`src/include/asa_pkg.sv`:
```
// Package for the alarm status aggregator: offsets, reset values, bit positions
package asa_pkg;

  // ==========================================================================
  // Register bus geometry
  localparam int ASA_ADDR_W = 4;
  localparam int ASA_DATA_W = 16;

  // ==========================================================================
  // Register offsets
  localparam logic [3:0] ASA_OFF_ALARM_STATUS = 4'h0; // Sticky status, write one to clear
  localparam logic [3:0] ASA_OFF_RAW_STATUS = 4'h1; // Raw alarm status, read only
  localparam logic [3:0] ASA_OFF_ALARM_ENABLE = 4'h2; // Live alarm enable
  localparam logic [3:0] ASA_OFF_DEFAULT_MASK = 4'h3; // Default alarm enable mask
  localparam logic [3:0] ASA_OFF_SF_MASK_AB = 4'h4; // Safety alert masks first/second
  localparam logic [3:0] ASA_OFF_SF_MASK_C = 4'h5; // Safety alert mask third
  localparam logic [3:0] ASA_OFF_PF_MASK_AB = 4'h6; // Permanent alert masks first/second
  localparam logic [3:0] ASA_OFF_PF_MASK_CD = 4'h7; // Permanent alert masks third/fourth
  localparam logic [3:0] ASA_OFF_IRQ_MASK = 4'h8; // Interrupt mask
  localparam logic [3:0] ASA_OFF_CONTROL = 4'h9; // Configuration update mode

  // ==========================================================================
  // Reset values
  localparam logic [15:0] ASA_DEFAULT_MASK_RST = 16'hF800;
  localparam logic [7:0] ASA_SF_MASK_A_RST = 8'hFC;
  localparam logic [7:0] ASA_SF_MASK_B_RST = 8'hF7;
  localparam logic [7:0] ASA_SF_MASK_C_RST = 8'hF4;
  localparam logic [7:0] ASA_PF_MASK_A_RST = 8'h5F;
  localparam logic [7:0] ASA_PF_MASK_B_RST = 8'h9F;
  localparam logic [7:0] ASA_PF_MASK_C_RST = 8'h00;
  localparam logic [7:0] ASA_PF_MASK_D_RST = 8'h00;
  localparam logic [15:0] ASA_IRQ_MASK_RST = 16'h0000;
  localparam logic [15:0] ASA_ZERO16 = 16'h0000;
  localparam logic [7:0] ASA_ZERO8 = 8'h00;

  // ==========================================================================
  // Alarm bit positions
  localparam int ASA_B_SAFETY_STATUS_SECOND_THIRD_FLAG = 15;
  localparam int ASA_B_SSA = 14;
  localparam int ASA_B_PF = 13;
  localparam int ASA_B_MSF = 12;
  localparam int ASA_B_MPF = 11;
  localparam int ASA_B_INITB = 10;
  localparam int ASA_B_INITD = 9;
  localparam int ASA_B_RSVD = 8;
  localparam int ASA_B_FULL = 7;
  localparam int ASA_B_CHARGE_SWITCH_OFF_FLAG = 6;
  localparam int ASA_B_DISCHARGE_SWITCH_OFF_FLAG = 5;
  localparam int ASA_B_SHUT = 4;
  localparam int ASA_B_FUSE = 3;
  localparam int ASA_B_CB = 2;
  localparam int ASA_B_SCAN = 1;
  localparam int ASA_B_WAKE = 0;
  localparam int ASA_B_CFG = 0; // Control register: configuration update mode

  // ==========================================================================
  // Init sequencer states
  typedef enum logic [1:0] {
    ASA_INIT_IDLE = 2'b00,
    ASA_INIT_BEGUN = 2'b01,
    ASA_INIT_DONE = 2'b10
  } asa_init_type;

endpackage : asa_pkg

```
`src/rtl/asa_alarm_status_aggregator.sv`:
```
// Alarm status aggregator: raw alarm word, enables, sticky status and interrupt
//
// Decided for this implementation: the register addresses and the address-and-strobe port.
`timescale 1ns/1ps
module asa_alarm_status_aggregator (
  // Clock and reset
  input wire logic ref_clk,
  input wire logic rst,
  // Register port
  input wire logic [asa_pkg::ASA_ADDR_W-1:0] reg_addr,
  input wire logic [asa_pkg::ASA_DATA_W-1:0] reg_wdata,
  input wire logic reg_wr,
  input wire logic reg_rd,
  output logic [asa_pkg::ASA_DATA_W-1:0] reg_rdata,
  // Safety status and alert words
  input wire logic [7:0] safety_status_first,
  input wire logic [7:0] safety_status_second,
  input wire logic [7:0] safety_status_third,
  input wire logic [7:0] safety_alert_word_first,
  input wire logic [7:0] safety_alert_word_second,
  input wire logic [7:0] safety_alert_word_third,
  // Permanent failure words
  input wire logic permanent_fault_triggered,
  input wire logic [7:0] pf_alert_word_first,
  input wire logic [7:0] pf_alert_word_second,
  input wire logic [7:0] pf_alert_word_third,
  input wire logic [7:0] pf_alert_word_fourth,
  // Measurement and power events
  input wire logic single_scan_done,
  input wire logic full_loop_done,
  input wire logic wake_event,
  // Level conditions
  input wire logic charge_switch_off,
  input wire logic discharge_switch_off,
  input wire logic stack_below_shutdown,
  input wire logic fuse_driven,
  input wire logic balancing_active,
  // Results
  output logic [asa_pkg::ASA_DATA_W-1:0] alarm_status,
  output logic config_update_mode,
  output logic irq
);
  import asa_pkg::*;

  // ==========================================================================
  // State
  typedef struct packed {
    logic [15:0] default_mask;
    logic [15:0] alarm_enable;
    logic [7:0] sf_mask_a;
    logic [7:0] sf_mask_b;
    logic [7:0] sf_mask_c;
    logic [7:0] pf_mask_a;
    logic [7:0] pf_mask_b;
    logic [7:0] pf_mask_c;
    logic [7:0] pf_mask_d;
    logic [15:0] irq_mask;
    logic [15:0] sticky;
    logic [15:0] raw_events;
    logic cfg_mode;
    asa_init_type init;
    logic [15:0] rdata;
  } asa_state_type;

  asa_state_type state_q;
  asa_state_type state_d;
  logic [15:0] raw_word;

  // Nonzero test of a masked byte
  function automatic logic asa_hit(input logic [7:0] word, input logic [7:0] mask);
    asa_hit = |(word & mask);
  endfunction : asa_hit

  // ==========================================================================
  // Raw alarm word: levels live, event bits latched until cleared
  always_comb begin
    raw_word = ASA_ZERO16;
    raw_word[ASA_B_SAFETY_STATUS_SECOND_THIRD_FLAG] = |{safety_status_second, safety_status_third};
    raw_word[ASA_B_SSA] = |safety_status_first;
    raw_word[ASA_B_PF] = state_q.raw_events[ASA_B_PF];
    raw_word[ASA_B_MSF] = asa_hit(safety_alert_word_first, state_q.sf_mask_a) |
                          asa_hit(safety_alert_word_second, state_q.sf_mask_b) |
                          asa_hit(safety_alert_word_third, state_q.sf_mask_c);
    raw_word[ASA_B_MPF] = asa_hit(pf_alert_word_first, state_q.pf_mask_a) |
                          asa_hit(pf_alert_word_second, state_q.pf_mask_b) |
                          asa_hit(pf_alert_word_third, state_q.pf_mask_c) |
                          asa_hit(pf_alert_word_fourth, state_q.pf_mask_d);
    raw_word[ASA_B_INITB] = state_q.raw_events[ASA_B_INITB];
    raw_word[ASA_B_INITD] = state_q.raw_events[ASA_B_INITD];
    raw_word[ASA_B_FULL] = state_q.raw_events[ASA_B_FULL];
    raw_word[ASA_B_CHARGE_SWITCH_OFF_FLAG] = charge_switch_off;
    raw_word[ASA_B_DISCHARGE_SWITCH_OFF_FLAG] = discharge_switch_off;
    raw_word[ASA_B_SHUT] = stack_below_shutdown;
    raw_word[ASA_B_FUSE] = fuse_driven;
    raw_word[ASA_B_CB] = balancing_active;
    raw_word[ASA_B_SCAN] = state_q.raw_events[ASA_B_SCAN];
    raw_word[ASA_B_WAKE] = state_q.raw_events[ASA_B_WAKE];
    raw_word[ASA_B_RSVD] = 1'b0;
  end

  // ==========================================================================
  // Next state
  always_comb begin
    logic [15:0] ev;
    logic [15:0] clr;
    logic [15:0] rd_val;
    ev = ASA_ZERO16;
    clr = ASA_ZERO16;
    rd_val = ASA_ZERO16;
    state_d = state_q;
    // Event pulses into the raw word
    ev[ASA_B_PF] = permanent_fault_triggered;
    ev[ASA_B_FULL] = full_loop_done;
    ev[ASA_B_SCAN] = single_scan_done;
    ev[ASA_B_WAKE] = wake_event;
    // Init sequence: begun after reset, done after first scan
    case (state_q.init)
      ASA_INIT_IDLE: begin
        ev[ASA_B_INITB] = 1'b1;
        state_d.init = ASA_INIT_BEGUN;
      end
      ASA_INIT_BEGUN: begin
        if (single_scan_done) begin
          ev[ASA_B_INITD] = 1'b1;
          state_d.init = ASA_INIT_DONE;
        end
      end
      default: begin
        state_d.init = ASA_INIT_DONE;
      end
    endcase
    // Register writes
    if (reg_wr) begin
      if (reg_addr == ASA_OFF_ALARM_STATUS) begin
        clr = reg_wdata;
      end else if (reg_addr == ASA_OFF_ALARM_ENABLE) begin
        state_d.alarm_enable = reg_wdata;
      end else if (reg_addr == ASA_OFF_DEFAULT_MASK) begin
        state_d.default_mask = reg_wdata;
      end else if (reg_addr == ASA_OFF_SF_MASK_AB) begin
        state_d.sf_mask_a = reg_wdata[7:0];
        state_d.sf_mask_b = reg_wdata[15:8];
      end else if (reg_addr == ASA_OFF_SF_MASK_C) begin
        state_d.sf_mask_c = reg_wdata[7:0];
      end else if (reg_addr == ASA_OFF_PF_MASK_AB) begin
        state_d.pf_mask_a = reg_wdata[7:0];
        state_d.pf_mask_b = reg_wdata[15:8];
      end else if (reg_addr == ASA_OFF_PF_MASK_CD) begin
        state_d.pf_mask_c = reg_wdata[7:0];
        state_d.pf_mask_d = reg_wdata[15:8];
      end else if (reg_addr == ASA_OFF_IRQ_MASK) begin
        state_d.irq_mask = reg_wdata;
      end else if (reg_addr == ASA_OFF_CONTROL) begin
        state_d.cfg_mode = reg_wdata[ASA_B_CFG];
        if (state_q.cfg_mode && !reg_wdata[ASA_B_CFG]) begin
          state_d.alarm_enable = state_q.default_mask;
        end
      end
    end
    // Latched raw events and sticky status; set wins over clear
    state_d.raw_events = (state_q.raw_events & ~clr) | ev;
    // Reserved bit 8 stays clear: raw word never sets it and clear only drops bits
    state_d.sticky = (state_q.sticky & ~clr) | (raw_word & state_q.alarm_enable);
    // Read mux
    if (reg_addr == ASA_OFF_ALARM_STATUS) begin
      rd_val = state_q.sticky;
    end else if (reg_addr == ASA_OFF_RAW_STATUS) begin
      rd_val = raw_word;
    end else if (reg_addr == ASA_OFF_ALARM_ENABLE) begin
      rd_val = state_q.alarm_enable;
    end else if (reg_addr == ASA_OFF_DEFAULT_MASK) begin
      rd_val = state_q.default_mask;
    end else if (reg_addr == ASA_OFF_SF_MASK_AB) begin
      rd_val = {state_q.sf_mask_b, state_q.sf_mask_a};
    end else if (reg_addr == ASA_OFF_SF_MASK_C) begin
      rd_val = {ASA_ZERO8, state_q.sf_mask_c};
    end else if (reg_addr == ASA_OFF_PF_MASK_AB) begin
      rd_val = {state_q.pf_mask_b, state_q.pf_mask_a};
    end else if (reg_addr == ASA_OFF_PF_MASK_CD) begin
      rd_val = {state_q.pf_mask_d, state_q.pf_mask_c};
    end else if (reg_addr == ASA_OFF_IRQ_MASK) begin
      rd_val = state_q.irq_mask;
    end else if (reg_addr == ASA_OFF_CONTROL) begin
      rd_val = {15'h0000, state_q.cfg_mode};
    end
    state_d.rdata = reg_rd ? rd_val : ASA_ZERO16;
  end

  // ==========================================================================
  // State register
  always_ff @(posedge ref_clk) begin
    if (rst) begin
      state_q.default_mask <= ASA_DEFAULT_MASK_RST;
      state_q.alarm_enable <= ASA_DEFAULT_MASK_RST;
      state_q.sf_mask_a <= ASA_SF_MASK_A_RST;
      state_q.sf_mask_b <= ASA_SF_MASK_B_RST;
      state_q.sf_mask_c <= ASA_SF_MASK_C_RST;
      state_q.pf_mask_a <= ASA_PF_MASK_A_RST;
      state_q.pf_mask_b <= ASA_PF_MASK_B_RST;
      state_q.pf_mask_c <= ASA_PF_MASK_C_RST;
      state_q.pf_mask_d <= ASA_PF_MASK_D_RST;
      state_q.irq_mask <= ASA_IRQ_MASK_RST;
      state_q.sticky <= ASA_ZERO16;
      state_q.raw_events <= ASA_ZERO16;
      state_q.cfg_mode <= 1'b0;
      state_q.init <= ASA_INIT_IDLE;
      state_q.rdata <= ASA_ZERO16;
    end else begin
      state_q <= state_d;
    end
  end

  // ==========================================================================
  // Outputs
  assign reg_rdata = state_q.rdata;
  assign alarm_status = state_q.sticky;
  assign config_update_mode = state_q.cfg_mode;
  assign irq = |(state_q.sticky & state_q.irq_mask);

endmodule : asa_alarm_status_aggregator

```
`config.mk`:
```
export PLATFORM = sky130hd
export DESIGN_NAME = asa_alarm_status_aggregator
export DESIGN_NICKNAME = d
export VERILOG_FILES = /design/src/include/asa_pkg.sv /design/src/rtl/asa_alarm_status_aggregator.sv
export SDC_FILE = /design/constraint.sdc
export NUM_CORES = 1
export LEC_CHECK = 0
export BUFFER_PORTS_ARGS = -buffer_cell sky130_fd_sc_hd__clkbuf_2
export CORE_UTILIZATION = 55
export DETAILED_ROUTE_END_ITERATION = 16
export PLACE_DENSITY = 0.89
export SKIP_CTS_REPAIR_TIMING = 1
export SYNTH_ARGS = -nofsm -noshare
export SYNTH_HDL_FRONTEND = slang
export SYNTH_SLANG_ARGS = --single-unit
```
`constraint.sdc`:
```
create_clock -name ref_clk -period 3.8 [get_ports ref_clk]
set_input_delay 0.19 -clock ref_clk [delete_from_list [all_inputs] [get_ports ref_clk]]
set_output_delay 0.19 -clock ref_clk [all_outputs]
set_load 0.02 [all_outputs]
```
After elaboration in Yosys (flattened, before gate mapping). Cells that the tools add are included. Widths: inputs -> output; s select.

Input bits: 113. Flip-flop bits (word level): 155. Output and inout bits: 34. Word-level logic and storage cells: 120.

Muxes and demuxes: 35. Equality and inequality tests: 17. Bitwise operators: 28. Reduce and logical (&&, ||, !) cells: 25.

Operators by type and width (count): $mux 16 (24); $mux 88 (1); $and 16x16->16 (4); $reduce_or 8->1 (8); $and 8x8->8 (7); $mux 56 (1); $mux 48 (1); $mux 32 (1); $reduce_or 16->1 (2); $reduce_and 10->1 (2); $eq 4x3->1 const B (4); $not 16->16 (1); $or 16x14->16 (1); $or 16x16->16 (1); $ne 2x2->1 const B (7); $not 1->1 (9); $reduce_and 9->1 (1); $eq 4x2->1 const B (2); $eq 4x4->1 const B (2); $mux 8 (1); $reduce_and 8->1 (1); $reduce_and 7->1 (1); $reduce_and 6->1 (1); $or 1x1->1 (5); other kinds (13) (17).

Longest topological paths before layout.
Depth in word-level cells: 11. Depth in mapped cells: 8.

Least setup slack after synthesis. No wires, ideal clock.

Path type: input-to-reg. From: input port reg_addr[3] (netlist name). To: register state_q (netlist bit alarm_status[3]). Setup slack: 2.279 ns. Stages: 8. Arrival time: 1.393 ns. Path buffers: 3. Required time: 3.672 ns. Setup time: 0.128 ns. Cell sequence: buf_4 > nor4_4 > and2_1 > buf_4 > buf_6 > nand2_1 > a22oi_1 > nor2_1.

Word-level cells in the longest chain between the ends: 6.

RTL lines: from (decl) (line asa_alarm_status_aggregator.sv:10) `input wire logic [asa_pkg::ASA_ADDR_W-1:0] reg_addr,`; $logic_not 4->1 (line asa_alarm_status_aggregator.sv:134) `if (reg_addr == ASA_OFF_ALARM_STATUS) begin`; $mux 16 (line asa_alarm_status_aggregator.sv:134); $mux 16 (line asa_alarm_status_aggregator.sv:133) `if (reg_wr) begin`; $not 16->16 (line asa_alarm_status_aggregator.sv:163) `state_d.sticky = (state_q.sticky & ~clr) | (raw_word & state_q.alarm_enable);`; $and 16x16->16 (line asa_alarm_status_aggregator.sv:163); $or 16x16->16 (line asa_alarm_status_aggregator.sv:163); to (signal assigned) (line asa_alarm_status_aggregator.sv:209) `state_q <= state_d;`; to (decl) (line asa_alarm_status_aggregator.sv:65) `asa_state_type state_q;`.

Every way passes these cells. A chain may end at the register's enable or synchronous reset.

Final worst setup path.
From: input port reg_addr[2] (netlist name). To: register state_q[119] (netlist name).

Word-level cells in the longest chain between the ends: 3.

RTL lines: $eq 4x2->1, or another cell as far along (line asa_alarm_status_aggregator.sv:138) `end else if (reg_addr == ASA_OFF_DEFAULT_MASK) begin`; $not 1->1 (no line); $reduce_and 5->1 (no line) *.

Every way passes the cells marked *; elsewhere a longest branch is shown, timed or not.

==> metrics <==
vias in the first global route=6506; Clock power frac=46.6%; largest family of logic cells by synthesized area=compound AO/OA/AOI/OAI gates; WL/cell=20.4 µm; Met1 Wirelength=9090 µm; setup TNS=0 ps; P&R area growth vs syn=13.3%; type of origin of the critical path=input pin; root buffer cell=clkbuf_16; Die Wd=118 µm; Seq/Total Area, Yosys=39.0%; layout cells sized above 1=23.4%; Switching Share=25.8%; leakage dissipation=3.27 nW; min-delay worst type=input pin to register; Via Count=7134; Max Clk Rate=0.440 GHz; CTS buffer count=17; Req. time, crit path=4120 ps; Clock transition at path regs=60 ps; Peak VDD IR=0.321 mV; reported net switching power=0.000955 W; Hold Fails Final Rpt=2; CTS sink count=145; Syn Nets=966; synthesized area per cell=8.72 µm²; DR top layer=met4; Netlist cell types=65; Port Buffers=146; cell internal pwr=0.00275 W; failing checks=negative hold slack; Gate power share=10.5%; asr flop ratio synth=0%; fin crit period=2270 ps; Post-synth EDFFs=0; power per cell area=441 nW/µm²; Compound-Gate Fraction of Synth Area=26.5%; first-pass GRT wire length=35600 µm; CTS tree=built; # rows=42; relative slew slack=25.6%; Ant. Diodes=0; CTS max path bufs=2; DPL Wire Length=16200 µm; clock skew=8.68 ps; Iter 0 DRT Violations=932; final slew viol count=0; Post-Route WL=22800 µm; Sequential Power Share=42.9%; CTS H-tree lvls=4; hold path depth=3; Met3 Wirelength=3090 µm; DRT Pass-1 Iters=6; Post-Syn Instances=853; RSZ-0062 raised after global routing=no; antenna violations before repair=0; period utilisation layout=59.8%; status=complete, but fails checks; final setup fails=0; met2 WL=9930 µm; Most used DFF post-synth=dfxtp_1; I/O pin cnt=147; Worst EP arrival=2590 ps; post-placement cell area=7810 µm²; FF+latch count, synth=145; post-synth top area cell=dfxtp_1; Die Ht=118 µm; # DRC=0; core area=13200 µm²; Starting Density=56.4%; Clk Latency, worst-skew pair=440 ps; vias per cell=6.39; largest net degree at the start of global routing=83; Area contributors post-synth=dfxtp_1, a22oi_1, mux2i_1, nor2_1, buf_4; Max FO, Critical Path=29; R2R depth=5; Design Area, Final=8420 µm²; worst hold slack=-38.3 ps; nets@finish=1041; Die Footprint=14000 µm²; gr usage total=33.0%; Synth top area share=39.0%; Setup Crit Path Kind=input pin to register; synth warn=0; Post-Syn Area=7440 µm²; GRT Residual Overflow=0; mux cell area share after synthesis=6.12%; area share of and/or/nand/nor cells after synthesis=19.4%; placer congestion estimate=0.974; Final ANT Viol Nets=0; Tightest Pin Transition=1110 ps; kind of end point of the critical path=register; Adder-Cell Fraction of Synth Area=0%; Max-Cap Viols=0; Synth Area in XOR/XNOR=0%
path summary, 6_finish.rpt:
path | start | to | slack [ps]
hold / removal | full_loop_done | raw_word[7] | -40
setup reg to reg | state_q[111] | reg_rdata[12] | 1960
hold reg to reg | state_q[58] | state_q[58] | 480
setup / recovery | reg_addr[2] | state_q[119] | 1530
synthesized netlist by cell type, types with 7 or more instances:
library cell and count:
buf_4 48, o21ai_1 8, dfxtp_1 145, nand2_1 75, clkbuf_1 25, nor2_1 103, mux2i_1 41, a211oi_2 9
nor4_1 7, buf_2 14, nand4_1 9, a221oi_1 9, a22oi_1 62, o21ai_0 22, a2bb2oi_1 8, a21oi_1 64
a211oi_1 8, nand2b_1 7, a211o_1 40, nor2b_1 41, a22o_1 9, buf_6 10
area by class of cell:
cell class / instances / area [µm²]
clock inverter: 13 / 161
fill: 1079 / 4770
timing repair buffer: 154 / 796
multi-input combinational: 603 / 3870
sequential: 145 / 2900
inverter: 7 / 26.3
tap: 176 / 220
clock buffer: 19 / 443
kinds of logic after synthesis:
kind of cell | Yosys count
multiplexers | 45
AND/OR/NAND/NOR | 284
AO/OA/AOI/OAI | 274
buffers and inverters | 105
flip-flops | 145
placed cells by master (no fill, tap or decap), drive strengths merged, types with 3 or more instances in the layout:
cell	instances
mux2i	41
nand3	3
clkinvlp	4
a221oi	10
a22oi	62
o21ai	30
a211o	40
clkinv	5
nor4	8
nor2b	41
a21oi	64
nor2	107
nor3b	4
nand4	9
nand2b	9
and2b	3
mux2	4
inv	8
a22o	9
or3	5
a31oi	6
nand2	77
clkbuf	164
a32oi	3
o22ai	6
buf	8
dfxtp	145
bufinv	3
o221ai	4
a211oi	17
o31ai	5
nor3	9
a2bb2oi	8
metal layers:
metal / track usage [%] / vias to the layer above
li1: - / 3234
met1: 44.5 / 3311
met2: 48.8 / 537
met3: 9.46 / 52
met4: 14.9 / 0
met5: 0 / -
state kept, by name, indices dropped and copies added (netlist names):
signal              cells
reg_rdata              16
state_q               106
config_update_mode      1
alarm_status           16
raw_word                6
critical path, stage by stage:
cell      delay (ps)
clkbuf_2         400
buf_4            330
and2b_1          210
nand2_2          120
nor3_4           870
nor2b_1          140
a211o_1          320
per-stage QoR:
stage	setup slack, ps	hold slack [ps]	total power, W	util, %	cells
after floorplan	2280	278	0.00187	-	853
after global placement	1310	414	0.00199	59.2	1084
after detailed placement	1180	411	0.00200	59.2	1084
after CTS	1590	-38.4	0.00370	63.8	1116
after global routing	1380	9.16	0.00380	63.8	1117
final	1530	-38.3	0.00371	63.8	1117
power by group through the flow:
stage	logic (W)	registers [W]	clock network (W)
finish	0.000388	0.00159	0.00173
global route	0.000415	0.00159	0.00179
CTS	0.000377	0.00159	0.00173
detailed placement	0.000374	0.00162	0
global placement	0.000368	0.00162	0
floorplan	0.000264	0.00161	0
(Power assumes the default switching activity.)
